===== src/sync_rx_pkg.sv =====
// Package of constants and types for the synchronous serial receiver
package sync_rx_pkg;
    localparam int DATA_W = 8;
    localparam int FIFO_DEPTH = 16;
    localparam logic [1:0] LEN_SEL_RESET = 2'h3;
    localparam logic [7:0] SYNC_CHAR_RESET = 8'h16;
    localparam int STAT_READY_BIT = 0;
    localparam int STAT_OVERRUN_BIT = 1;
    localparam int STAT_PARITY_BIT = 2;
    localparam int STAT_SYNC_BIT = 3;
    localparam int STAT_FILL_BIT = 6;
    localparam logic [3:0] LEN_BASE = 4'h5;
    localparam logic [3:0] CNT_RESET = 4'h0;
    typedef enum logic [2:0]
    {
        ST_IDLE = 3'b001,
        ST_HUNT = 3'b010,
        ST_WORD = 3'b100
    } rx_state_t;
endpackage : sync_rx_pkg


===== src/sync_rx_core.sv =====
// Synchronous serial receiver: sync hunt, framing, parity and status word
// ****************************************************************
// Summary of operation
// ****************************************************************
// Summary of operation
// - Character into output register sets char ready.
// - Status word: ready bit0, overrun bit1, parity bit2, sync bit3.
// - Sync flag follows shift register equal to sync register.
// - Low status enable, with read enable high, drives status onto the receive outputs.
// - Status enable rising edge clears fill, overrun, parity, sync flags.
// - Transfer while ready still set sets overrun, old character lost.
// - Overrun also clears on ready rising, restart low, reset.
// - Parity error set when character parity disagrees with selection.
// - Parity error clears on good character, strobe end, restart, reset.
// - Restart low holds receiver reset and clears all four flags.
// - Restart rising edge starts bit-by-bit sync hunt.
// - Hunt compares only the configured number of data bits.
// - First match sets sync, loads output, then frames whole words.
// - First sync character skips parity check, later ones checked.
// - Length select 00,01,10,11 gives five to eight bits.
// - Length counts data bits; parity bit extra when enabled.
// - Unused receive bits read low, data right-justified at bit zero.
// - Parity disable skips checking and holds parity error low.
// - Parity select high means even parity, low means odd.
// - Control inputs latched while control strobe is low.
// - Low read enable drives output register onto receive outputs.
// - Serial data shifted least significant bit first.
// - Each bit sampled on falling edge of receive clock.
// - Fill flag shown on status bit six.
`timescale 1ns/1ps
module sync_rx_core (
    input wire logic sys_clk_i,
    input wire logic reset_i,
    input wire logic clk_en_i,
    input wire logic serial_rx_in_i,
    input wire logic rx_bit_clock_i,
    input wire logic receiver_restart_n_i,
    input wire logic status_word_enable_n_i,
    input wire logic rx_output_enable_n_i,
    input wire logic control_strobe_n_i,
    input wire logic char_len_sel_lo_i,
    input wire logic char_len_sel_hi_i,
    input wire logic parity_disable_i,
    input wire logic parity_even_sel_i,
    input wire logic [sync_rx_pkg::DATA_W-1:0] sync_char_i,
    input wire logic fill_char_sent_i,
    output logic [sync_rx_pkg::DATA_W-1:0] rx_data_o,
    output logic rx_data_oe_o,
    output logic char_ready_flag_o,
    output logic sync_match_flag_o,
    output logic overrun_flag_o,
    output logic parity_error_flag_o,
    output logic fill_char_sent_flag_o,
    output logic [sync_rx_pkg::DATA_W-1:0] fifo_data_o,
    output logic fifo_valid_o,
    input wire logic fifo_ready_i,
    output logic rx_stall_o
);
    import sync_rx_pkg::*;

    // ****************************************************************
    // State
    // ****************************************************************
    typedef struct packed {
        logic [5:0] sync1;
        logic [5:0] sync2;
        logic rcp_prev;
        logic swe_prev;
        logic rde_prev;
        logic rr_prev;
        logic [1:0] len_sel;
        logic par_dis;
        logic par_even;
        logic [7:0] sync_reg;
        rx_state_t state;
        logic [8:0] shift;
        logic [3:0] bit_cnt;
        logic first_char;
        logic [7:0] out_reg;
        logic ready;
        logic sync_match;
        logic overrun;
        logic par_err;
        logic fill;
        logic [7:0] rx_data;
        logic oe;
        logic push;
        logic [7:0] push_data;
    } core_state_t;

    core_state_t st_reg;
    core_state_t st_next;
    logic fifo_in_ready;

    // Pin indexes in the synchroniser vectors
    localparam int P_RCP = 0;
    localparam int P_RSI = 1;
    localparam int P_RR = 2;
    localparam int P_SWE = 3;
    localparam int P_RDE = 4;
    localparam int P_CS = 5;

    function automatic logic [7:0] len_mask(input logic [1:0] sel);
        logic [3:0] n;
        n = LEN_BASE + {2'h0, sel};
        len_mask = 8'hff >> (4'h8 - n);
    endfunction : len_mask

    always_comb
    begin
        logic [5:0] pins;
        logic rcp_fall;
        logic swe_rise;
        logic rde_rise;
        logic rr_rise;
        logic rr_low;
        logic [3:0] data_n;
        logic [3:0] frame_n;
        logic [8:0] sh;
        logic [7:0] mask;
        logic [7:0] chr;
        logic par_bit;
        logic par_ok;
        logic xfer;
        logic check_par;
        logic [7:0] status;
        pins = {control_strobe_n_i, rx_output_enable_n_i, status_word_enable_n_i,
            receiver_restart_n_i, serial_rx_in_i, rx_bit_clock_i};
        st_next = st_reg;
        st_next.push = 1'b0;
        st_next.sync1 = pins;
        st_next.sync2 = st_reg.sync1;
        st_next.rcp_prev = st_reg.sync2[P_RCP];
        st_next.swe_prev = st_reg.sync2[P_SWE];
        st_next.rde_prev = st_reg.sync2[P_RDE];
        st_next.rr_prev = st_reg.sync2[P_RR];
        rcp_fall = st_reg.rcp_prev && !st_reg.sync2[P_RCP];
        swe_rise = !st_reg.swe_prev && st_reg.sync2[P_SWE];
        rde_rise = !st_reg.rde_prev && st_reg.sync2[P_RDE];
        rr_rise = !st_reg.rr_prev && st_reg.sync2[P_RR];
        rr_low = !st_reg.sync2[P_RR];

        // Control register follows the inputs while the strobe is low
        if (!st_reg.sync2[P_CS])
        begin
            st_next.len_sel = {char_len_sel_hi_i, char_len_sel_lo_i};
            st_next.par_dis = parity_disable_i;
            st_next.par_even = parity_even_sel_i;
            st_next.sync_reg = sync_char_i;
        end

        data_n = LEN_BASE + {2'h0, st_reg.len_sel};
        frame_n = data_n + {3'h0, !st_reg.par_dis};
        mask = len_mask(st_reg.len_sel);
        xfer = 1'b0;
        check_par = 1'b0;
        sh = st_reg.shift;
        chr = 8'h00;

        // ****************************************************************
        // Receive framing
        // ****************************************************************
        if (rcp_fall && fifo_in_ready && st_reg.state != ST_IDLE)
        begin
            // New bit enters at the top of the frame, so bits land LSB first
            sh = (st_reg.shift >> 1);
            // Hunt window holds data bits only, so the parity slot stays out of it
            if (st_reg.state == ST_HUNT)
                sh[data_n - 4'h1] = st_reg.sync2[P_RSI];
            else
                sh[frame_n - 4'h1] = st_reg.sync2[P_RSI];
            st_next.shift = sh;
            if (st_reg.state == ST_HUNT)
            begin
                chr = sh[7:0] & mask;
                if (chr == (st_reg.sync_reg & mask))
                begin
                    xfer = 1'b1;
                    st_next.sync_match = 1'b1;
                    st_next.state = ST_WORD;
                    st_next.bit_cnt = CNT_RESET;
                    st_next.shift = '0;
                end
            end
            else if (st_reg.bit_cnt == frame_n - 4'h1)
            begin
                chr = sh[7:0] & mask;
                xfer = 1'b1;
                check_par = !st_reg.par_dis && !st_reg.first_char;
                st_next.bit_cnt = CNT_RESET;
                st_next.shift = '0;
                st_next.sync_match = (chr == (st_reg.sync_reg & mask));
            end
            else
                st_next.bit_cnt = st_reg.bit_cnt + 4'h1;
        end

        par_bit = sh[data_n];
        par_ok = ((^chr) ^ par_bit) == !st_reg.par_even;

        if (xfer)
        begin
            st_next.out_reg = chr;
            st_next.first_char = 1'b0;
            st_next.push = 1'b1;
            st_next.push_data = chr;
            if (st_reg.ready)
                st_next.overrun = 1'b1;
            st_next.ready = 1'b1;
            if (check_par)
                st_next.par_err = !par_ok;
        end

        // Status clears; transfer-driven sets win over strobe ends
        if (!st_reg.ready && st_next.ready)
            st_next.overrun = 1'b0;
        if (rde_rise && !xfer)
            st_next.ready = 1'b0;
        if (swe_rise)
        begin
            st_next.fill = 1'b0;
            if (!xfer)
            begin
                st_next.overrun = 1'b0;
                st_next.par_err = 1'b0;
                st_next.sync_match = 1'b0;
            end
        end
        if (fill_char_sent_i)
            st_next.fill = 1'b1;
        if (st_reg.par_dis)
            st_next.par_err = 1'b0;

        if (rr_low)
        begin
            st_next.ready = 1'b0;
            st_next.sync_match = 1'b0;
            st_next.overrun = 1'b0;
            st_next.par_err = 1'b0;
            st_next.state = ST_IDLE;
            st_next.push = 1'b0;
        end
        else if (rr_rise)
        begin
            st_next.state = ST_HUNT;
            st_next.shift = '0;
            st_next.bit_cnt = CNT_RESET;
            st_next.first_char = 1'b1;
        end

        // ****************************************************************
        // Parallel output mux
        // ****************************************************************
        status = 8'h00;
        status[STAT_READY_BIT] = st_reg.ready;
        status[STAT_OVERRUN_BIT] = st_reg.overrun;
        status[STAT_PARITY_BIT] = st_reg.par_err;
        status[STAT_SYNC_BIT] = st_reg.sync_match;
        status[STAT_FILL_BIT] = st_reg.fill;
        st_next.oe = 1'b0;
        st_next.rx_data = 8'h00;
        if (!st_reg.sync2[P_RDE])
        begin
            st_next.rx_data = st_reg.out_reg;
            st_next.oe = 1'b1;
        end
        else if (!st_reg.sync2[P_SWE])
        begin
            st_next.rx_data = status;
            st_next.oe = 1'b1;
        end
    end

    always_ff @(posedge sys_clk_i)
    begin
        if (reset_i)
        begin
            st_reg <= '0;
            st_reg.sync1 <= 6'h3f;
            st_reg.sync2 <= 6'h3f;
            st_reg.rcp_prev <= 1'b1;
            st_reg.swe_prev <= 1'b1;
            st_reg.rde_prev <= 1'b1;
            st_reg.rr_prev <= 1'b1;
            st_reg.len_sel <= LEN_SEL_RESET;
            st_reg.sync_reg <= SYNC_CHAR_RESET;
            st_reg.par_dis <= 1'b1;
            st_reg.state <= ST_IDLE;
        end
        else if (clk_en_i)
            st_reg <= st_next;
    end

    // ****************************************************************
    // Character FIFO
    // ****************************************************************
    sync_rx_fifo #(
        .WIDTH(DATA_W),
        .DEPTH(FIFO_DEPTH)
    ) u_fifo (
        .sys_clk_i(sys_clk_i),
        .reset_i(reset_i),
        .clk_en_i(clk_en_i),
        .in_data_i(st_reg.push_data),
        .in_valid_i(st_reg.push),
        .in_ready_o(fifo_in_ready),
        .out_data_o(fifo_data_o),
        .out_valid_o(fifo_valid_o),
        .out_ready_i(fifo_ready_i)
    );

    assign rx_data_o = st_reg.rx_data;
    assign rx_data_oe_o = st_reg.oe;
    assign char_ready_flag_o = st_reg.ready;
    assign sync_match_flag_o = st_reg.sync_match;
    assign overrun_flag_o = st_reg.overrun;
    assign parity_error_flag_o = st_reg.par_err;
    assign fill_char_sent_flag_o = st_reg.fill;
    assign rx_stall_o = !fifo_in_ready;
endmodule : sync_rx_core


===== src/sync_rx_fifo.sv =====
// Parameterised valid/ready FIFO for received characters
`timescale 1ns/1ps
module sync_rx_fifo #(
    parameter int WIDTH = 8,
    parameter int DEPTH = 16
) (
    input wire logic sys_clk_i,
    input wire logic reset_i,
    input wire logic clk_en_i,
    input wire logic [WIDTH-1:0] in_data_i,
    input wire logic in_valid_i,
    output logic in_ready_o,
    output logic [WIDTH-1:0] out_data_o,
    output logic out_valid_o,
    input wire logic out_ready_i
);
    localparam int AW = $clog2(DEPTH);

    if (DEPTH < 2 || (1 << AW) != DEPTH)
    begin : g_bad_depth
        $error("FIFO depth must be a power of two of at least 2");
    end

    typedef struct packed {
        logic [AW:0] wr_ptr;
        logic [AW:0] rd_ptr;
        logic [WIDTH-1:0] out_data;
    } fifo_state_t;

    fifo_state_t st_reg;
    fifo_state_t st_next;
    logic [WIDTH-1:0] mem [DEPTH];
    logic full;
    logic empty;
    logic push;
    logic pop;

    assign full = (st_reg.wr_ptr[AW] != st_reg.rd_ptr[AW])
        && (st_reg.wr_ptr[AW-1:0] == st_reg.rd_ptr[AW-1:0]);
    assign empty = (st_reg.wr_ptr == st_reg.rd_ptr);
    assign in_ready_o = !full;
    assign out_valid_o = !empty;
    assign push = in_valid_i && !full;
    assign pop = out_ready_i && !empty;
    assign out_data_o = st_reg.out_data;

    always_comb
    begin
        st_next = st_reg;
        if (push)
            st_next.wr_ptr = st_reg.wr_ptr + 1'b1;
        if (pop)
            st_next.rd_ptr = st_reg.rd_ptr + 1'b1;
        st_next.out_data = mem[st_next.rd_ptr[AW-1:0]];
        if (push && (st_next.rd_ptr[AW-1:0] == st_reg.wr_ptr[AW-1:0]))
            st_next.out_data = in_data_i;
    end

    always_ff @(posedge sys_clk_i)
    begin
        if (reset_i)
            st_reg <= '0;
        else if (clk_en_i)
        begin
            st_reg <= st_next;
            if (push)
                mem[st_reg.wr_ptr[AW-1:0]] <= in_data_i;
        end
    end
endmodule : sync_rx_fifo


===== config.mk =====
export PLATFORM = sky130hd
export DESIGN_NAME = sync_rx_core
export DESIGN_NICKNAME = d
export VERILOG_FILES = /design/src/sync_rx_pkg.sv /design/src/sync_rx_core.sv /design/src/sync_rx_fifo.sv
export SDC_FILE = /design/constraint.sdc
export NUM_CORES = 1
export LEC_CHECK = 0
export BUFFER_PORTS_ARGS = -buffer_cell sky130_fd_sc_hd__buf_2
export CORE_MARGIN = 1
export CORE_UTILIZATION = 62
export CTS_CLUSTER_DIAMETER = 40
export CTS_CLUSTER_SIZE = 12
export DETAILED_ROUTE_END_ITERATION = 16
export PLACE_DENSITY = 0.81
export REMOVE_ABC_BUFFERS = 1
export SLEW_MARGIN = 20
export SYNTH_ARGS = -nofsm -noshare
export SYNTH_HDL_FRONTEND = slang
export SYNTH_HIERARCHICAL = 1
export SYNTH_SLANG_ARGS = --single-unit

===== constraint.sdc =====
create_clock -name sys_clk_i -period 4.9 [get_ports sys_clk_i]
set_clock_uncertainty 0.05 [all_clocks]
set_input_delay 0.735 -clock sys_clk_i [delete_from_list [all_inputs] [get_ports sys_clk_i]]
set_output_delay 0.735 -clock sys_clk_i [all_outputs]
set_load 0.05 [all_outputs]

==> results.toml, run 1 <==
[grt]
grt_pass1_wl_mm = 38.6
grt_pass1_vias = 7031
grt_max_degree = 37
track_usage_pct = 29.8
grt_antenna_before_repair = 0
gr-total-overflow = 0

[worst_setup_path]
cpLargestDelayFamily = "compound AO/OA/AOI/OAI gates"
crit_fanout = 11
critical_path_buf_inv_count = 2
critPathMaxStageDelay_ns = 0.55
crit_path_start_kind = "flop"
cp_cell_sequence = "inv_1 > ha_1 > inv_1 > ha_1 > nor2b_1 > o211ai_1 > a211oi_4 > mux2i_1 > o2111a_1 > a31o_1 > nand3_4 > mux2i_1 > nor2_1"
r2r-start = "st_reg[58]"
rr_worst_depth = 13
arrival_ns = 4.61
crit_type = "reg2reg"
r2r_setup_slack_ns = 0.63
crit-reg2reg-capture = "st_reg[1]"
slowest_stage = "dfxtp_1"
crit_path_end_kind = "flop"
crit_required_ns = 5.24

[hold_path]
min_path_cells = 3
hold_start = "status_word_enable_n_i"
hold_end = "st_next[67]"
hp-class = "in2reg"

[route]
post_drt_via_cell_ratio = 6.35
drt_iter0_drc = 765
drc_errors = 0
drt_first_pass_iters = 5
ant_nets = 0
routed_wl_mm = 24.7
vias = 7463
wl_per_cell_um = 21.0

[cts]
cts_tree = "yes"
clkLatencyLatePin_ns = 0.54
clock-root-buffer = "clkbuf_16"
cts.clk_slew.worst_paths_ns = 0.05
h-tree-depth = 1
cts_sinks = 213
ctsHoldBuffers = 0
clockBufferDepth = 3
cts.repair.resized = 0
post_cts_buffers = 0
cts_made_buffers = 27

[final_layout]
layout.nets = 979
fillers = 1111
largest_reg_flops = 128
stdcell_area_um2 = 11400
syn_to_final_growth_pct = 10.5
layout-drive-gt1-share_pct = 13.4
finalNonFillerCells = 1176
post-route-util_pct = 71.1
antenna_cells = 0

[die]
pin_count = 47
initial_core_util_pct = 64.3
die_w_um = 131
die_y_um = 131
coreArea_um2 = 16100
core.rowCount = 46
die_area_um2 = 17200

[placement]
port_buffers = 46
placed_area_um2 = 10600
post-place-cells = 1126
place_congestion = 0.898
pre_cts_ws_ns = 0.692
dp_hpwl_mm = 15.8

[synth]
ys_seq_elements = 213
syn-cell-area_um2 = 10300
ys_types = 81
syn_area_per_cell_um2 = 11.2
syn_inst = 922
synthFlopType = "edfxtp_1"
ys_warn_count = 6
synth_edf_count = 128
yosysSeqAreaShare_pct = 53.7
async_flop_share_pct = 0

[sta]
worstMarginPinSlew_ns = 0.960
finalMaxSlewViolations = 0
hold_viol_final = 0
period_needed_ns = 4.27
setup-violations-final = 0
maxSlewHeadroom_pct = 34.7
timing.final.crit_share_pct = 87.1
setup_ws_ns = 0.630
rsz0062_at_grt = "false"
whs_ns = 0.358
final.setup.tns_ns = 0
max_freq_ghz = 0.234

[power]
power_mw = 4.27
ir_worst_vdd_mv = 0.286
leakage_nw = 4.36
p_per_area_nw_per_um2 = 374

[outcome]
outcome = "finished clean"

[job]
drv_cap = 0
synthesized netlist by cell type (19+ instances only):
cell / count / area [µm²]
a21oi_1: 33 / 165
buf_4: 23 / 173
clkbuf_1: 24 / 90.1
dfxtp_1: 85 / 1700
edfxtp_1: 128 / 3840
mux2i_1: 78 / 781
nand2_1: 96 / 360
nand3_1: 26 / 130
nor2_1: 77 / 289
o21ai_0: 25 / 125
xor2_1: 19 / 166
kinds of logic (layout without fill, tap and decap cells):
group	count (synthesis)	in the layout	share of synthesized area, %
simple gates	292	292	13.7
xor+xnor	33	33	3.28
flops	213	213	53.7
mux	82	82	8.02
buf+inv	89	127	4.46
compound gates	196	196	14.8
fa+ha+maj	17	17	2.06
cell usage in the layout (no fill, tap or decap), types with 10 or more instances in the layout:
cell	instances
xnor2_1	10
mux2i_1	78
nand2b_1	11
and3_1	14
inv_1	17
dfxtp_1	85
a31oi_1	10
o21ai_0	25
a21oi_1	33
ha_1	17
buf_4	11
buf_2	46
a221oi_1	15
o31ai_1	10
nor3_1	14
nor2_1	77
nand3_1	26
clkbuf_16	29
nand2_1	96
edfxtp_1	128
xor2_1	19
o211ai_1	10
tightest hold or removal path, cell delays in order:
cell	delay, ns
buf_2	0.08
mux2i_1	0.05
nand2_1	0.05
area by class of cell:
| class | instances | area [µm²] | area share, % |
|---|---|---|---|
| clock buffers | 39 | 773 | 6.77 |
| well taps | 216 | 270 | 2.37 |
| clock inverters | 11 | 92.6 | 0.811 |
| inverters | 19 | 71.3 | 0.625 |
| multi-input cells | 620 | 4330 | 37.9 |
| repair buffers | 58 | 333 | 2.92 |
| flip-flops and latches | 213 | 5550 | 48.6 |
per-layer routing:
metal	vias to the layer above	global-route usage (%)	wire length, µm
li1	3462	-	-
met4	0	10.2	662
met3	53	4.75	1950
met1	3582	40.6	10400
met5	-	0	0
met2	366	48.9	11700
worst max-delay path by stage:
stage	startpoint	end	cells past startpoint
final	st_reg[58]	st_reg[1]	13
after global routing	st_reg[58]	st_reg[34]	13
after CTS	st_reg[58]	st_reg[1]	13
after detailed placement	st_reg[58]	st_reg[42]	13
after global placement	st_reg[58]	st_reg[42]	13
after floorplan	u_fifo/st_reg[8]	u_fifo/out_data_o[3]	7
power breakdown:
part	leakage (nW)	internal, mW	total (mW)	switching [mW]
registers	1.95	1.90	1.93	0.0264
logic	1.98	0.173	0.466	0.292
clock network	0.422	1.11	1.87	0.760
total	4.36	3.19	4.27	1.08
Note: power is estimated with default switching activity, not from simulation.
==> run 2, diff against run 1 <==
--- a/config.mk
+++ b/config.mk
@@ -7,14 +7,13 @@
 export LEC_CHECK = 0
 export BUFFER_PORTS_ARGS = -buffer_cell sky130_fd_sc_hd__buf_2
 export CORE_MARGIN = 1
-export CORE_UTILIZATION = 62
+export CORE_UTILIZATION = 61
 export CTS_CLUSTER_DIAMETER = 40
 export CTS_CLUSTER_SIZE = 12
 export DETAILED_ROUTE_END_ITERATION = 16
-export PLACE_DENSITY = 0.81
+export PLACE_DENSITY = 0.8
 export REMOVE_ABC_BUFFERS = 1
 export SLEW_MARGIN = 20
 export SYNTH_ARGS = -nofsm -noshare
 export SYNTH_HDL_FRONTEND = slang
-export SYNTH_HIERARCHICAL = 1
 export SYNTH_SLANG_ARGS = --single-unit
==> run 2 against run 1 <==
  * Worst hold slack improved by 0.018 ns
  * Synthesized cell count is 8.0% lower
  * Register-to-register slack worse by 0.14 ns
  * Highest routed layer unchanged
==> results.toml, run 2 <==
[worst_setup_path]
rr_worst_depth = 14
r2r-start = "st_reg[58]"
arrival_ns = 4.77
crit_fanout = 11
r2r_setup_slack_ns = 0.49
crit-reg2reg-capture = "st_reg[42]"
crit_type = "reg2reg"
crit_path_end_kind = "flop"
crit_path_start_kind = "flop"
critPathLaunch = "st_reg[58]"
crit_required_ns = 5.26

[synth]
ys_types = 78
synthAdderAreaFrac_pct = 2.12
ys_top_cells_by_count = "edfxtp_1, nand2_1, dfxtp_1, nor2_1, mux2i_1"
synth_edf_count = 128
synth_top_area_share_pct = 38.3
ys_seq_elements = 213
syn_inst = 848
synthFlopType = "edfxtp_1"
ys_top_cells_by_area = "edfxtp_1, dfxtp_1, mux2i_1, mux4_2, nand2_1"
ys_warn_count = 0
async_flop_share_pct = 0
synth-simple-area-share_pct = 13.4
yosysSeqAreaShare_pct = 55.3
syn-cell-area_um2 = 10000
synth_top_family_by_area = "simple AND/OR/NAND/NOR gates"
yosysTopAreaCell = "edfxtp_1"
synthMuxAreaShare_pct = 12.5
syn_area_per_cell_um2 = 11.8
yosysMostFrequentCell = "edfxtp_1"
synth-compound-area-share_pct = 9.73
synth-xor-area-share_pct = 3.34

[final_layout]
fillers = 1112
layout.nets = 921
syn_to_final_growth_pct = 12.8
multiInputGateArea_um2 = 4150
layout_commonest_cell = "edfxtp_1"
layout-drive-gt1-share_pct = 18.5
antenna_cells = 0
layout_common_cells = "edfxtp_1, nand2_1, nor2_1"
largest_reg_flops = 128
stdcell_area_um2 = 11300
regArea_um2 = 5550
finalNonFillerCells = 1119

[grt]
grt_max_degree = 72
gr-total-overflow = 0
grt_antenna_before_repair = 0
grt_pass1_vias = 6704
track_usage_pct = 29.0
grt_pass1_wl_mm = 36.7

[hold_path]
min_path_cells = 3
hold_start = "parity_disable_i"
hp-class = "in2reg"
hold_end = "st_reg[57]"

[die]
die_area_um2 = 17000
die_w_um = 130
pin_count = 47
coreArea_um2 = 15900
initial_core_util_pct = 62.9
core.rowCount = 46
die_y_um = 130

[power]
pwr-share-comb_pct = 7.2
leakage_nw = 4.50
netSwitchingFraction_pct = 23.3
ir_worst_vdd_mv = 0.308
p_clk_share_pct = 47.5
switchingPower_mw = 0.986
p_int_mw = 3.24
power_frac_seq_pct = 45.3
p_per_area_nw_per_um2 = 374

[sta]
timing.final.crit_share_pct = 90.1
maxSlewHeadroom_pct = 29.0
setup-violations-final = 0
hold_viol_final = 0
max_freq_ghz = 0.227
period_needed_ns = 4.41
final.setup.tns_ns = 0
worstMarginPinSlew_ns = 1.06
rsz0062_at_grt = "false"
finalMaxSlewViolations = 0

[cts]
cts_made_buffers = 28
cts.clk_slew.worst_paths_ns = 0.06
clkLatencyLatePin_ns = 0.53
clockBufferDepth = 3
clock-root-buffer = "clkbuf_16"
h-tree-depth = 1
cts_sinks = 213
cts_tree = "yes"

[outcome]
outcome = "finished clean"

[route]
routed_wl_mm = 23.7
drt_iter0_drc = 686
wl_per_cell_um = 21.1
drt_first_pass_iters = 6
post_drt_via_cell_ratio = 6.15
vias = 6877
drc_errors = 0
ant_nets = 0

[job]
drv_cap = 0

[placement]
placed_area_um2 = 10300
port_buffers = 46
place_congestion = 0.914
post-place-cells = 1067
dp_hpwl_mm = 15.6
## run 2: worst max-delay path: stages, from the launching register on
cell	delay, ns
dfxtp_2	0.45
inv_1	0.16
ha_1	0.42
inv_1	0.12
ha_1	0.44
nand2b_1	0.23
or4_1	0.43
a32oi_1	0.27
mux2i_2	0.17
xor2_1	0.18
nor4_2	0.35
and2_2	0.24
or2b_1	0.28
o22ai_1	0.14
a311o_1	0.36
## run 2: metal layers
layer / track usage [%] / up-vias / share of wire (%)
met2: 49.5 / 304 / 50
met4: 7.73 / 0 / 1.9
met5: 0 / - / 0
li1: - / 3169 / -
met1: 38.5 / 3357 / 42
met3: 4.59 / 47 / 6.8
## run 2: repair_timing
item	CTS	global route
hold buffers	0	0
buffers inserted	0	0
resized for setup	0	6
endpoints found under the setup margin	0	7
## run 2: worst max path at each step
stage | slack [ns] | endpoint | depth (start not counted)
2_1_floorplan | 0.40 | u_fifo.out_data_o[0] | 9
3_3_place_gp | 0.54 | st_reg[31] | 14
3_5_place_dp | 0.32 | st_reg[31] | 14
4_1_cts | 0.32 | st_reg[3] | 14
5_1_grt | 0.17 | parity_error_flag_o | 14
6_report | 0.49 | st_reg[42] | 14
## run 2: cell type report
cell class,instances,area share [%]
Sequential cell,213,49.0
Multi-Input combinational cell,563,36.7
Clock buffer,38,7.16
Timing Repair Buffer,62,3.10
Tap cell,216,2.39
Clock inverter,14,1.24
Inverter,13,0.431
## run 2: logic make-up (layout without fill, tap and decap cells)
group,count (synthesis),count (layout)
AOI/OAI and AO/OA,138,138
xor gates and xnor gates,35,35
adders and majority gates,17,17
buffers and inverters,72,127
DFF,213,213
muxes,91,91
and+or+nand+nor,282,282
## run 2: per-stage QoR
step / power (mW) / hold WS, ns / util (%) / worst slack, ns
after floorplan: 2.17 / 0.383 / - / 0.402
after global placement: 2.25 / 0.395 / 64.9 / 0.539
after detailed placement: 2.25 / 0.405 / 64.9 / 0.324
after CTS: 4.23 / 0.368 / 70.8 / 0.317
after global routing: 4.35 / 0.383 / 71.0 / 0.168
final: 4.23 / 0.376 / 71.0 / 0.485
## run 2: power by group through the flow
stage,registers (mW),logic (mW),clock network (mW)
final,1.92,0.304,2.01
after floorplan,1.97,0.198,0
after CTS,1.92,0.302,2.02
after global placement,1.95,0.295,0
after global routing,1.92,0.328,2.10
after detailed placement,1.95,0.300,0
==> run 3, diff against run 2 <==
--- a/config.mk
+++ b/config.mk
@@ -11,7 +11,7 @@
 export CTS_CLUSTER_DIAMETER = 40
 export CTS_CLUSTER_SIZE = 12
 export DETAILED_ROUTE_END_ITERATION = 16
-export PLACE_DENSITY = 0.8
+export PLACE_DENSITY = 0.79
 export REMOVE_ABC_BUFFERS = 1
 export SLEW_MARGIN = 20
 export SYNTH_ARGS = -nofsm -noshare
==> run 3 against run 2 <==
  * Die area stayed put
  * Global-route usage barely moved
  * Non-clock buffer count rose by 2
  * Sequential power about the same
  * Flip-flop and latch count unchanged
  * First-iteration DRC count is 22% lower
  * Clock power is 5% higher
==> results.toml, run 3 (synthesis results as in run 2) <==
[placement]
port_buffers = 46
dp_hpwl_mm = 15.2
pre_cts_ws_ns = 0.304
placed_area_um2 = 10400
place_congestion = 0.904

[final_layout]
layout-drive-gt1-share_pct = 18.2
layout_commonest_cell = "edfxtp_1"
syn_to_final_growth_pct = 13.3
layout.nets = 922
stdcell_area_um2 = 11400
largest_reg_flops = 128
antenna_cells = 0
layout_common_cells = "edfxtp_1, nand2_1, nor2_1"

[route]
drt_first_pass_iters = 7
drt_iter0_drc = 538
ant_nets = 0
wl_per_cell_um = 21.3
routed_wl_mm = 23.8
vias = 7012
post_drt_via_cell_ratio = 6.27
drc_errors = 0

[sta]
timing.final.crit_share_pct = 90.7
setup-violations-final = 0
final.setup.tns_ns = 0
maxSlewHeadroom_pct = 35.1
rsz0062_at_grt = "false"
worstMarginPinSlew_ns = 0.973
period_needed_ns = 4.44
max_freq_ghz = 0.225
setup_ws_ns = 0.455
finalMaxSlewViolations = 0
hold_viol_final = 0

[grt]
grt_pass1_wl_mm = 36.7
grt_max_degree = 54
grt_pass1_vias = 6792
grt_antenna_before_repair = 0
gr-total-overflow = 0
track_usage_pct = 28.9

[worst_setup_path]
critPathMaxStageDelay_ns = 0.46
crit_fanout = 11
critPathLaunch = "st_reg[58]"
slowest_stage = "dfxtp_2"
critical_path_buf_inv_count = 2
rr_worst_depth = 14
arrival_ns = 4.79
crit_type = "reg2reg"
cp_cell_sequence = "inv_1 > ha_1 > inv_1 > ha_1 > nand2b_1 > or4_1 > a32oi_1 > mux2i_2 > xor2_1 > nor4_2 > and2_2 > or2b_1 > o22ai_1 > a311o_1"
endpoint = "st_reg[42]"
r2r-start = "st_reg[58]"
path_depth = 14
crit_required_ns = 5.25
crit-reg2reg-capture = "st_reg[42]"
crit_path_end_kind = "flop"
r2r_setup_slack_ns = 0.46
cpLargestDelayFamily = "simple AND/OR/NAND/NOR gates"
crit_path_start_kind = "flop"

[cts]
cts.clk_slew.worst_paths_ns = 0.05
clkLatencyLatePin_ns = 0.53
cts_tree = "yes"
clockBufferDepth = 3
h-tree-depth = 1
post_cts_buffers = 0
cts_sinks = 213
cts_made_buffers = 27
clock-root-buffer = "clkbuf_16"

[die]
pin_count = 47
die_y_um = 130
die_area_um2 = 17000
core.rowCount = 46
initial_core_util_pct = 62.9
die_w_um = 130
coreArea_um2 = 15900

[power]
leakage_nw = 4.54
power_mw = 4.33
ir_worst_vdd_mv = 0.299
p_per_area_nw_per_um2 = 381

[outcome]
outcome = "finished clean"

[job]
drv_cap = 0

[hold_path]
hold_start = "parity_disable_i"
hp-class = "in2reg"
[run 3: changes by cell type in the layout (fill, tap and decap cells not counted), moves of 2 or more]
cell | before | now
clkinvlp_4 | 3 | 1
inv_8 | 3 | 0
clkinv_4 | 1 | 3
clkbuf_8 | 5 | 2
bufinv_16 | 1 | 5
[run 3: what timing repair did]
item                                    4_1_cts  5_1_grt
endpoints found under the setup margin        0        7
hold buffers                                  0        0
gates resized for setup                       0        2
[run 3: tightest hold or removal path, delay by kind of cell]
kind | cells | cell delay (ns)
AND/OR/NAND/NOR | 2 | 0.10
buffers and inverters | 1 | 0.07
[run 3: cell type report]
type,instances,area [µm²]
Sequential cell,213,5550
Fill cell,1098,4580
Multi-Input combinational cell,563,4130
Clock buffer,34,743
Timing Repair Buffer,64,378
Tap cell,216,270
Clock inverter,16,238
Inverter,13,48.8
[run 3: worst min-delay path by stage]
stage / to / depth (start not counted)
6_report: st_reg[57] / 3
5_1_grt: st_reg[49] / 3
4_1_cts: st_reg[50] / 3
3_5_place_dp: st_reg[63] / 2
3_3_place_gp: st_reg[47] / 2
2_1_floorplan: st_reg[63] / 2
[run 3: through the flow]
stage / instances / util (%) / hold WS [ns]
final: 1119 / 71.2 / 0.378
after global placement: 1069 / 65.0 / 0.399
after global routing: 1119 / 71.2 / 0.372
after floorplan: 789 / - / 0.383
after CTS: 1119 / 71.2 / 0.369
after detailed placement: 1069 / 65.0 / 0.404
[run 3: metal layers]
metal,part of all wire [%],global-route usage [%],wire (µm)
met4,3.6,12.1,850
met2,50,49.8,11800
met3,5.6,4.59,1330
met1,41,36.4,9780
met5,0,0,0
[run 3: power by group]
group          total [mW]  internal, mW  leakage [nW]  switching (mW)
Combinational       0.309         0.120          1.95           0.189
Clock                2.11          1.35         0.481           0.759
Sequential           1.91          1.90          2.11          0.0184
Total                4.33          3.37          4.54           0.966
